<file path="config.mk">
export PLATFORM = sky130hd
export DESIGN_NAME = paged_serial_config_port
export DESIGN_NICKNAME = d
export VERILOG_FILES = /design/src/rtl/cfg_port_pkg.sv /design/src/rtl/paged_serial_config_port.sv
export VERILOG_INCLUDE_DIRS = /design/src /design/src/rtl
export SDC_FILE = /design/constraint.sdc
export NUM_CORES = 2
export LEC_CHECK = 0
export BUFFER_PORTS_ARGS = -buffer_cell sky130_fd_sc_hd__buf_2
export CAP_MARGIN = 20
export CORE_UTILIZATION = 40
export CTS_BUF_LIST = sky130_fd_sc_hd__clkbuf_4 sky130_fd_sc_hd__clkbuf_8 sky130_fd_sc_hd__clkbuf_16
export DETAILED_ROUTE_END_ITERATION = 16
export PLACE_DENSITY = 0.66
export SLEW_MARGIN = 5
export SYNTH_ARGS = -nofsm -noshare
export SYNTH_HDL_FRONTEND = slang
export SYNTH_SLANG_ARGS = --single-unit
</file>
<file path="constraint.sdc">
create_clock -name CORE_CLK_IN -period 7.7 [get_ports CORE_CLK_IN]
set_input_delay 0.77 -clock CORE_CLK_IN [delete_from_list [all_inputs] [get_ports CORE_CLK_IN]]
set_output_delay 0.77 -clock CORE_CLK_IN [all_outputs]
set_load 0.02 [all_outputs]
</file>
<file path="src/rtl/cfg_port_regs.svh">
// register offsets, bit positions, reset values and counts of the serial configuration port
// assumes it is included by the port module
`ifndef CFG_PORT_REGS_SVH
`define CFG_PORT_REGS_SVH
`define PAGE_REG_ADDR 5'h1F
`define PAGE_RST_VAL 8'h00
`define CFG_RST_VAL 8'h00
`define MAIN_CFG0_ADDR 5'h00
`define MAIN_CFG1_ADDR 5'h01
`define MAIN_PAGE 4'h0
`define LOCK_BIT 0
`define PLL_LOCK_BIT 7
`define LONG_MODE_BIT 7
`define NUM_PAGES 4'h9
`define REG_COUNT 288
`define MIN_CLKS_SHORT 5'h10
`define MIN_CLKS_LONG 5'h19
`define READBACK_CLKS 5'h08
`define CLK_CNT_MAX 5'h1F
`define DEV_ADDR_GND 2'h0
`define DEV_ADDR_VDD 2'h1
`define DEV_ADDR_FLOAT 2'h2
`define STRAP_SENSE_GND 2'h0
`define STRAP_SENSE_VDD 2'h3
`define STRAP_SENSE_FLOAT 2'h2
`endif

</file>
<file path="src/rtl/cfg_port_pkg.sv">
// types shared by the serial configuration port
// assumes the constants header sits beside it
package cfg_port_pkg;
    typedef struct packed {
        logic rd;
        logic [1:0] dev;
        logic [4:0] addr;
        logic [7:0] data;
    } cmd_t;
    typedef enum logic [1:0] {
        ST_IDLE = 2'h1,
        ST_FRAME = 2'h2
    } frame_st_t;
    typedef struct packed {
        logic [1:0] strap;
        logic pll;
        logic clk_act;
        logic sin;
        logic frame_n;
        logic sclk;
    } pins_t;
endpackage

</file>
<file path="src/rtl/paged_serial_config_port.sv">
// serial configuration port with paged 8-bit register file and lock control
// assumes serial clock and frame pins are slow against the core clock (several core cycles a phase)
`include "cfg_port_regs.svh"
module paged_serial_config_port (
    input wire logic CORE_CLK_IN,
    input wire logic RSTN_IN,
    input wire logic SER_CLK_IN,
    input wire logic SER_FRAME_N_IN,
    input wire logic SER_IN_IN,
    input wire logic [1:0] STRAP_SENSE_IN,
    input wire logic MAIN_CLK_ACT_IN,
    input wire logic PLL_LOCK_IN,
    output logic SER_OUT_OUT,
    output logic SER_OUT_OE_OUT,
    output logic LOCK_OUT,
    output logic LONG_MODE_OUT,
    output logic [7:0] PAGE_OUT
);
    cfg_port_pkg::pins_t sync1_ff, sync2_ff;
    logic sclk_prev_ff, frame_prev_ff;
    cfg_port_pkg::frame_st_t state_ff, nxt_state;
    logic [4:0] cnt_ff, nxt_cnt;
    logic [15:0] sh_ff, nxt_sh;
    logic [7:0] osr_ff, nxt_osr;
    logic [7:0] staged_ff, nxt_staged;
    logic [7:0] page_ff, nxt_page;
    logic [7:0] regs_ff [0:`REG_COUNT-1];
    logic [7:0] nxt_regs [0:`REG_COUNT-1];
    logic prev_mine_ff, nxt_prev_mine;
    logic prev_wr_ff, nxt_prev_wr;
    logic oe_ff, nxt_oe;
    logic out_ff, nxt_out;
    logic [1:0] dev_addr_ff, nxt_dev_addr;
    logic strap_done_ff, nxt_strap_done;
    logic sclk_rise, frame_fall, frame_rise, long_mode, lock, len_ok, mine, page_ok, wr_go;
    logic [4:0] min_clks;
    logic [8:0] idx;
    cfg_port_pkg::cmd_t cmd;

    function automatic logic [1:0] strap_dec(input logic [1:0] sense);
        unique case (sense)
            `STRAP_SENSE_VDD: strap_dec = `DEV_ADDR_VDD;
            `STRAP_SENSE_FLOAT: strap_dec = `DEV_ADDR_FLOAT;
            default: strap_dec = `DEV_ADDR_GND;
        endcase
    endfunction

    function automatic logic wr_ok(input logic lk, input logic [3:0] pg, input logic [4:0] ad);
        wr_ok = !lk || (ad == `PAGE_REG_ADDR) || (pg == `MAIN_PAGE && ad == `MAIN_CFG0_ADDR);
    endfunction

    function automatic logic [8:0] reg_idx(input logic [3:0] pg, input logic [4:0] ad);
        reg_idx = {pg, ad};
    endfunction

    assign sclk_rise = sync2_ff.sclk && !sclk_prev_ff;
    assign frame_fall = !sync2_ff.frame_n && frame_prev_ff;
    assign frame_rise = sync2_ff.frame_n && !frame_prev_ff;
    assign long_mode = regs_ff[reg_idx(`MAIN_PAGE, `MAIN_CFG1_ADDR)][`LONG_MODE_BIT];
    assign lock = regs_ff[reg_idx(`MAIN_PAGE, `MAIN_CFG0_ADDR)][`LOCK_BIT];
    assign min_clks = long_mode ? `MIN_CLKS_LONG : `MIN_CLKS_SHORT;
    assign len_ok = cnt_ff >= min_clks;
    assign cmd = cfg_port_pkg::cmd_t'(sh_ff);
    assign mine = cmd.dev == dev_addr_ff;
    assign page_ok = page_ff < {4'h0, `NUM_PAGES};
    assign idx = reg_idx(page_ff[3:0], cmd.addr);
    assign wr_go = !cmd.rd && wr_ok(lock, page_ff[3:0], cmd.addr);

    // pins pass two flops before anything looks at them; the pair has no reset, so
    // the strap level and the idle frame level are already through when reset lifts
    always_ff @(posedge CORE_CLK_IN)
    begin
        sync1_ff <= {STRAP_SENSE_IN, PLL_LOCK_IN, MAIN_CLK_ACT_IN, SER_IN_IN,
                     SER_FRAME_N_IN, SER_CLK_IN};
        sync2_ff <= sync1_ff;
    end

    // edge detectors start at the idle pin levels, so no false edge follows reset
    always_ff @(posedge CORE_CLK_IN or negedge RSTN_IN)
    begin
        if (!RSTN_IN)
        begin
            sclk_prev_ff <= 1'b0;
            frame_prev_ff <= 1'b1;
        end
        else
        begin
            sclk_prev_ff <= sync2_ff.sclk;
            frame_prev_ff <= sync2_ff.frame_n;
        end
    end

    always_comb
    begin
        logic [7:0] cur;
        cur = `CFG_RST_VAL;
        nxt_state = state_ff;
        nxt_cnt = cnt_ff;
        nxt_sh = sh_ff;
        nxt_osr = osr_ff;
        nxt_staged = staged_ff;
        nxt_page = page_ff;
        nxt_regs = regs_ff;
        nxt_prev_mine = prev_mine_ff;
        nxt_prev_wr = prev_wr_ff;
        nxt_oe = oe_ff;
        nxt_out = out_ff;
        nxt_dev_addr = dev_addr_ff;
        nxt_strap_done = 1'b1;
        if (!strap_done_ff)
            nxt_dev_addr = strap_dec(sync2_ff.strap);
        unique case (state_ff)
            cfg_port_pkg::ST_IDLE:
                if (frame_fall)
                begin
                    nxt_state = cfg_port_pkg::ST_FRAME;
                    nxt_cnt = '0;
                    nxt_osr = staged_ff;
                    nxt_oe = prev_mine_ff && (!prev_wr_ff || sync2_ff.clk_act);
                end
            cfg_port_pkg::ST_FRAME:
            begin
                if (sclk_rise)
                begin
                    nxt_sh = {sh_ff[14:0], sync2_ff.sin};
                    if (cnt_ff != `CLK_CNT_MAX)
                        nxt_cnt = cnt_ff + 5'h01;
                    if (cnt_ff < `READBACK_CLKS)
                    begin
                        nxt_out = osr_ff[7];
                        nxt_osr = {osr_ff[6:0], 1'b0};
                    end
                    else if (cnt_ff == `READBACK_CLKS)
                        nxt_oe = 1'b0;
                end
                if (frame_rise)
                begin
                    nxt_state = cfg_port_pkg::ST_IDLE;
                    nxt_oe = 1'b0;
                    if (len_ok)
                    begin
                        nxt_prev_mine = mine;
                        nxt_prev_wr = !cmd.rd;
                        if (mine)
                        begin
                            if (cmd.addr == `PAGE_REG_ADDR)
                                cur = page_ff;
                            else if (page_ok)
                                cur = regs_ff[idx];
                            if (page_ok && cmd.addr == `MAIN_CFG0_ADDR
                                && page_ff[3:0] == `MAIN_PAGE)
                                cur[`PLL_LOCK_BIT] = sync2_ff.pll;
                            if (wr_go)
                            begin
                                cur = cmd.data;
                                if (cmd.addr == `PAGE_REG_ADDR)
                                    nxt_page = cmd.data;
                                else if (page_ok)
                                    nxt_regs[idx] = cmd.data;
                            end
                            nxt_staged = cur;
                        end
                    end
                end
            end
        endcase
    end

    always_ff @(posedge CORE_CLK_IN or negedge RSTN_IN)
    begin
        if (!RSTN_IN)
        begin
            state_ff <= cfg_port_pkg::ST_IDLE;
            cnt_ff <= '0;
            sh_ff <= '0;
            osr_ff <= `CFG_RST_VAL;
            staged_ff <= `CFG_RST_VAL;
            page_ff <= `PAGE_RST_VAL;
            for (int i = 0; i < `REG_COUNT; i++)
                regs_ff[i] <= `CFG_RST_VAL;
            prev_mine_ff <= 1'b0;
            prev_wr_ff <= 1'b0;
            oe_ff <= 1'b0;
            out_ff <= 1'b0;
            dev_addr_ff <= `DEV_ADDR_GND;
            strap_done_ff <= 1'b0;
            LOCK_OUT <= 1'b0;
            LONG_MODE_OUT <= 1'b0;
            PAGE_OUT <= `PAGE_RST_VAL;
        end
        else
        begin
            state_ff <= nxt_state;
            cnt_ff <= nxt_cnt;
            sh_ff <= nxt_sh;
            osr_ff <= nxt_osr;
            staged_ff <= nxt_staged;
            page_ff <= nxt_page;
            regs_ff <= nxt_regs;
            prev_mine_ff <= nxt_prev_mine;
            prev_wr_ff <= nxt_prev_wr;
            oe_ff <= nxt_oe;
            out_ff <= nxt_out;
            dev_addr_ff <= nxt_dev_addr;
            strap_done_ff <= nxt_strap_done;
            LOCK_OUT <= nxt_regs[reg_idx(`MAIN_PAGE, `MAIN_CFG0_ADDR)][`LOCK_BIT];
            LONG_MODE_OUT <= nxt_regs[reg_idx(`MAIN_PAGE, `MAIN_CFG1_ADDR)][`LONG_MODE_BIT];
            PAGE_OUT <= nxt_page;
        end
    end

    assign SER_OUT_OUT = out_ff;
    assign SER_OUT_OE_OUT = oe_ff;
endmodule

</file>
After elaboration in Yosys (flattened, before gate mapping)

Index checks and enable logic that the tools add are counted.

Bits in registers: 2374
Input port bits: 9
Output and inout port bits: 12

$lt $le $gt $ge: 5
Reduce and logical (&&, ||, !) cells: 30
Equal/unequal tests: 16
Muxes and demuxes: 29
$add $sub $neg: 1
Bitwise gates (word level): 2

Operators by type and width:

| kind                   | count |
|---|---|
| $bwmux W2304           | 1 |
| $bmux W8 S9            | 1 |
| $demux W8 S9           | 1 |
| $mux W8                | 9 |
| $pmux W8 S2            | 1 |
| $mux W5                | 3 |
| $reduce_and A3 Y1      | 4 |
| $ge A10 B10 Y1 const B | 1 |
| $lt A10 B1 Y1 const B  | 1 |
| $ne A2 B2 Y1 const B   | 5 |
| $not A9 Y10            | 1 |
| $pmux W5 S2            | 1 |
| $logic_and A1 B1 Y1    | 9 |
| $ne A3 B3 Y1 const B   | 3 |
| $lt A8 B4 Y1 const B   | 1 |
| $pmux W2 S2            | 2 |
| $reduce_and A4 Y1      | 2 |
| $reduce_and A7 Y1      | 1 |
| $eq A2 B2 Y1 const B   | 3 |
| $logic_not A1 Y1       | 6 |
| $mux W1                | 6 |
| $reduce_and A6 Y1      | 1 |
| $add A5 B1 Y5 const B  | 1 |
| $eq A5 B4 Y1 const B   | 1 |
| 14 further kinds       | 18 |

Depth between registers and ports, before layout

Word-level depth: 8
Mapped depth: 14

Worst setup path after synthesis

Ideal clock, no wire load.

Kind: reg-to-reg
From: register regs_ff, in the netlist long_mode
To: register regs_ff[1336] (netlist bit)
Setup time: 0.128 ns
Cell stages (with the launch flop): 12
Data arrival time: 3.137 ns
Path buffers: 2
Slack: 4.436 ns
Period minus slack after synthesis: 3.264 ns
Data required time: 7.572 ns
Cell sequence: dfrtp_1 -> ha_1 -> or4b_2 -> a21o_1 -> and2_1 -> clkbuf_1 -> nand3_4 -> nor2_2 -> nand2_1 -> buf_4 -> nor2_4 -> mux2_1

Longest elaborated chain between the ends: 3

RTL lines:

| item                               | RTL line                        | source |
|---|---|---|
| start, declared                    | paged_serial_config_port.sv:27  | `` logic [7:0] regs_ff [0:`REG_COUNT-1]; `` |
| start signal, assigned by index    | paged_serial_config_port.sv:180 | `` regs_ff[i] <= `CFG_RST_VAL; `` |
| start signal, assigned             | paged_serial_config_port.sv:199 | `regs_ff <= nxt_regs;` |
| $mux W4 (no source line)           | --                              |  |
| $ge A5 B5 Y1                       | paged_serial_config_port.sv:62  | `assign len_ok = cnt_ff >= min_clks;` |
| $reduce_and A7 Y1 (no source line) | --                              |  |

Every way passes these cells.
A chain may end at the register's enable or synchronous reset.

Worst setup path in the final report

From: register sh_ff[8], in the netlist cmd[8]
To: register staged_ff[3]

Longest elaborated chain between the ends: 7
Elaborated cells between the ends (all ways): 13

RTL lines:

| item                                       | RTL line                        | source |
|---|---|---|
| start, declared                            | paged_serial_config_port.sv:23  | `logic [15:0] sh_ff, nxt_sh;` |
| start signal, assigned                     | paged_serial_config_port.sv:195 | `sh_ff <= nxt_sh;` |
| $not A9 Y10 (not written as such)          | paged_serial_config_port.sv:149 | `cur = regs_ff[idx];` |
| $bmux W8 S9                                | paged_serial_config_port.sv:149 |  |
| $mux W8 (not written as such) (2 in a row) | paged_serial_config_port.sv:149 |  |
| $mux W8                                    | paged_serial_config_port.sv:148 | `else if (page_ok)` |
| $mux W8                                    | paged_serial_config_port.sv:146 | `` if (cmd.addr == `PAGE_REG_ADDR) `` |
| $mux W8 (*)                                | paged_serial_config_port.sv:153 | `if (wr_go)` |
| end signal, assigned                       | paged_serial_config_port.sv:177 | `` staged_ff <= `CFG_RST_VAL; `` |
| end signal, assigned                       | paged_serial_config_port.sv:197 | `staged_ff <= nxt_staged;` |
| end, declared                              | paged_serial_config_port.sv:25  | `logic [7:0] staged_ff, nxt_staged;` |

Mark *: on every way between the ends. The rest lies on a longest branch, timed or not. The select of a mux whose other input is x is not followed.

==> summary.md <==
| Metric | Value |
|---|---|
| Chip width | 524 microns |
| Synth area leader | dfrtp_1 |
| Die ar. | 0.274 sq mm |
| Most common cell in the netlist | dfrtp_1 |
| Final setup fails | 0 |
| Synth Instances | 6,968 |
| FF+latch count, synth | 2,374 |
| First-pass GRT wire length | 472 mm |
| Final-report hold violation count | 0 |
| Post-synth EDFFs | 0 |
| Worst hold slack | 330 ps |
| Fillers | 23.5k |
| Worst Max-Slew Pin Slew | 1290 ps |
| Synth top area cells | dfrtp_1, mux2_2, mux4_2 |
| Die Y | 524 microns |
| Iter 0 DRT Violations | 5,909 |
| Mapped Area | 0.109 sq mm |
| Critical Path AT | 5860 ps |
| # Max-Cap Violations | 0 |
| Vias | 63.3k |
| Syn Area/Cell | 15.6 sq um |
| Post-route antenna net violation count | 0 |
| Min-delay worst type | flop to flop |
| Syn nets | 6,982 |
| Min cycle time layout | 5060 ps |
| Prevailing post-synth register cell | dfrtp_1 |
| Clock sink count | 2,374 |
| HPWL after detailed placement | 203 mm |
| Synth cell types | 73 |
| Standard-cell rows | 191 |
| WL final | 318 mm |
| Gates resized, CTS repair | 0 |
| Share of cells above drive strength 1 | 0.522 |
| TritonCTS clock tree | yes |
| CP Launch Type | flop |
| Leakage | 57.3 nW |
| Failing checks | design-rule violations |
| Fraction of registers with async set/reset | 0.994 |
| CP max-delay cell | dfrtp_4 |
| CP dominant cell by count | a31oi_1 |
| Port Buffers | 20 |
| Crit path largest cell delay | 950 ps |
| Result of the run | complete, but fails checks |
| Pwr/cell area | 259 mW/mm^2 |
| Clock transition at path regs | 70 ps |
| Final worst-path cycle share | 0.657 |
| Clock Tree Buf Depth | 3 |
| Max Freq | 198 MHz |
| Core Region | 0.271 sq mm |
| Initial antenna violation count | 6 |
| Crit-path max FO | 78 |
| TNS Setup | 0 ps |
| Final Max Tran Viols | 0 |
| Per-cell routed wire length | 30.1 microns |
| CTS H-tree depth | 4 |
| Gr ovfl total | 0 |
| IO Pins | 21 |
| Synth cell count leaders | dfrtp_1, mux2_2, mux4_2 |
| Clock Latency Late Sink | 910 ps |
| Top Family by Delay on Critical Path | compound AO/OA/AOI/OAI gates |
| Final nets | 6,823 |
| RSZ-0062 raised after global routing | no |
| Synth warnings | 0 |
| Placed Cells | 10.1k |
| DRC | 2 |
| Setup skew after layout | 39.7 ps |
| Fin cells | 10.6k |
| Gpl congestion | 0.983 |
| Vias/cell | 5.98 |
| Maximum VDD drop | 0.000325 V |
| Crit path buf inv count | 2 |
| Pin count of the biggest net entering global routing | 187 |
| Initial DRT Pass Iterations | 14 |
| Slew Limit Headroom | 0.135 |
| Setup crit end kind | flop |
| Yosys top cell area share | 0.542 |
| Root buffer cell | clkbuf_16 |
| Vias in the first global route | 66.2k |
| Critical Path RT | 8500 ps |
| Gr usage total | 0.234 |
| Critical path type | flop to flop |
| CP cell instances | buf_12, nor2b_2, buf_4, a221oi_1, o21a_1, a31oi_1, a31oi_1, o21ai_0, a31oi_1, a211o_1 |
| Setup Buffers After CTS | 0 |
| CTS buffer count | 240 |
| Post-synthesis sequential area ratio | 0.545 |
| Area Overhead vs Synth | 11.4% |
| Initial Utilization | 0.402 |
per-stage QoR:
step                      utilization  area [sq um]  power [W]  setup slack, ps
after floorplan                     -        109000     0.0168             4440
after global placement          0.416        113000     0.0192             2880
after detailed placement        0.416        113000     0.0193             2840
after CTS                       0.447        121000     0.0316             2810
after global routing            0.448        121000     0.0324             2610
final                           0.448        121000     0.0314             2640
where the power goes:
| group | internal [W] | switching (W) | total (W) |
|---|---|---|---|
| logic | 0.00160 | 0.00446 | 0.00606 |
| registers | 0.0125 | 0.000488 | 0.0130 |
| clock network | 0.00730 | 0.00504 | 0.0123 |
flip-flops by register name, summed over array words and instances, names as in the netlist, 2 cells and up:
| name | count |
|---|---|
| cmd | 16 |
| cnt_ff | 5 |
| dev_addr_ff | 2 |
| osr_ff | 8 |
| page_ff | 8 |
| regs_ff | 2302 |
| staged_ff | 8 |
| state_ff | 2 |
| sync1_ff | 7 |
| sync2_ff | 7 |
path summary, 6_finish.rpt:
path	from	endpoint	slack, ps	depth (start not counted)
setup / recovery	cmd[8]$_DFFE_PN0P_	staged_ff[3]$_DFFE_PN0P_	2640	10
hold / removal	sync1_ff[6]$_DFF_P_	sync2_ff[6]$_DFF_P_	330	0
setup reg to reg	cmd[8]$_DFFE_PN0P_	staged_ff[3]$_DFFE_PN0P_	2640	10
hold reg to reg	sync1_ff[6]$_DFF_P_	sync2_ff[6]$_DFF_P_	330	0
max in group asynchronous	RSTN_IN	regs_ff[862]$_DFFE_PN0P_	5000	4
min in group asynchronous	RSTN_IN	regs_ff[1455]$_DFFE_PN0P_	510	2
kinds of logic (layout without fill, tap and decap cells):
logic type	Yosys count	in the layout	share of synthesized area
simple gates	691	691	0.0458
xor+xnor	2	2	0.000161
compound gates	346	346	0.0219
flops	2374	2374	0.545
other cells	1	4	0.0000345
mux	2947	2947	0.363
buf+inv	602	647	0.0234
fa+ha+maj	5	5	0.000575
final cells by class:
type                            count  area (sq um)  area share
Clock buffer                      389          7620      0.0629
Multi-Input combinational cell   3992         47100       0.388
Sequential cell                  2374         59400       0.490
Inverter                           11          48.8    0.000403
Tap cell                         3570          4470      0.0369
Timing Repair Buffer              190          1710      0.0141
Antenna cell                        3          7.51   0.0000619
Clock inverter                     57           892     0.00736
per-layer routing:
layer  share of wire  GRT usage  wire [microns]  vias up
met4           0.048      0.102           15100        6
met2            0.45      0.354          144000     2241
li1                -          -               -    25593
met1            0.42      0.322          135000    34768
met3           0.074     0.0541           23500      653
met5         0.00070    0.00554             224        -
placed cells by master (no fill, tap or decap), types with 22 or more instances in the layout:
cell type  count
a21oi_1       71
a22oi_1      109
buf_12        22
buf_4        137
clkbuf_16    243
clkbuf_4      75
clkbuf_8      71
clkinv_2      25
dfrtp_1     2345
mux2_1       109
mux2_2      2147
mux2i_1      117
mux4_2       574
nand2_1      160
nand3_1       50
nor2_1        60
nor2_2        76
nor2_4        93
nor2_8        38
nor3_1        34
nor3_2        24
nor3_4        24
o21ai_0       43
repair_timing:
| action | in CTS | in global routing |
|---|---|---|
| hold buffers | 8 | 0 |
| endpoints found under the hold margin | 117 | 0 |
| setup endpoints to repair | 0 | 0 |
No activity file was read; power rests on OpenSTA's default activity.
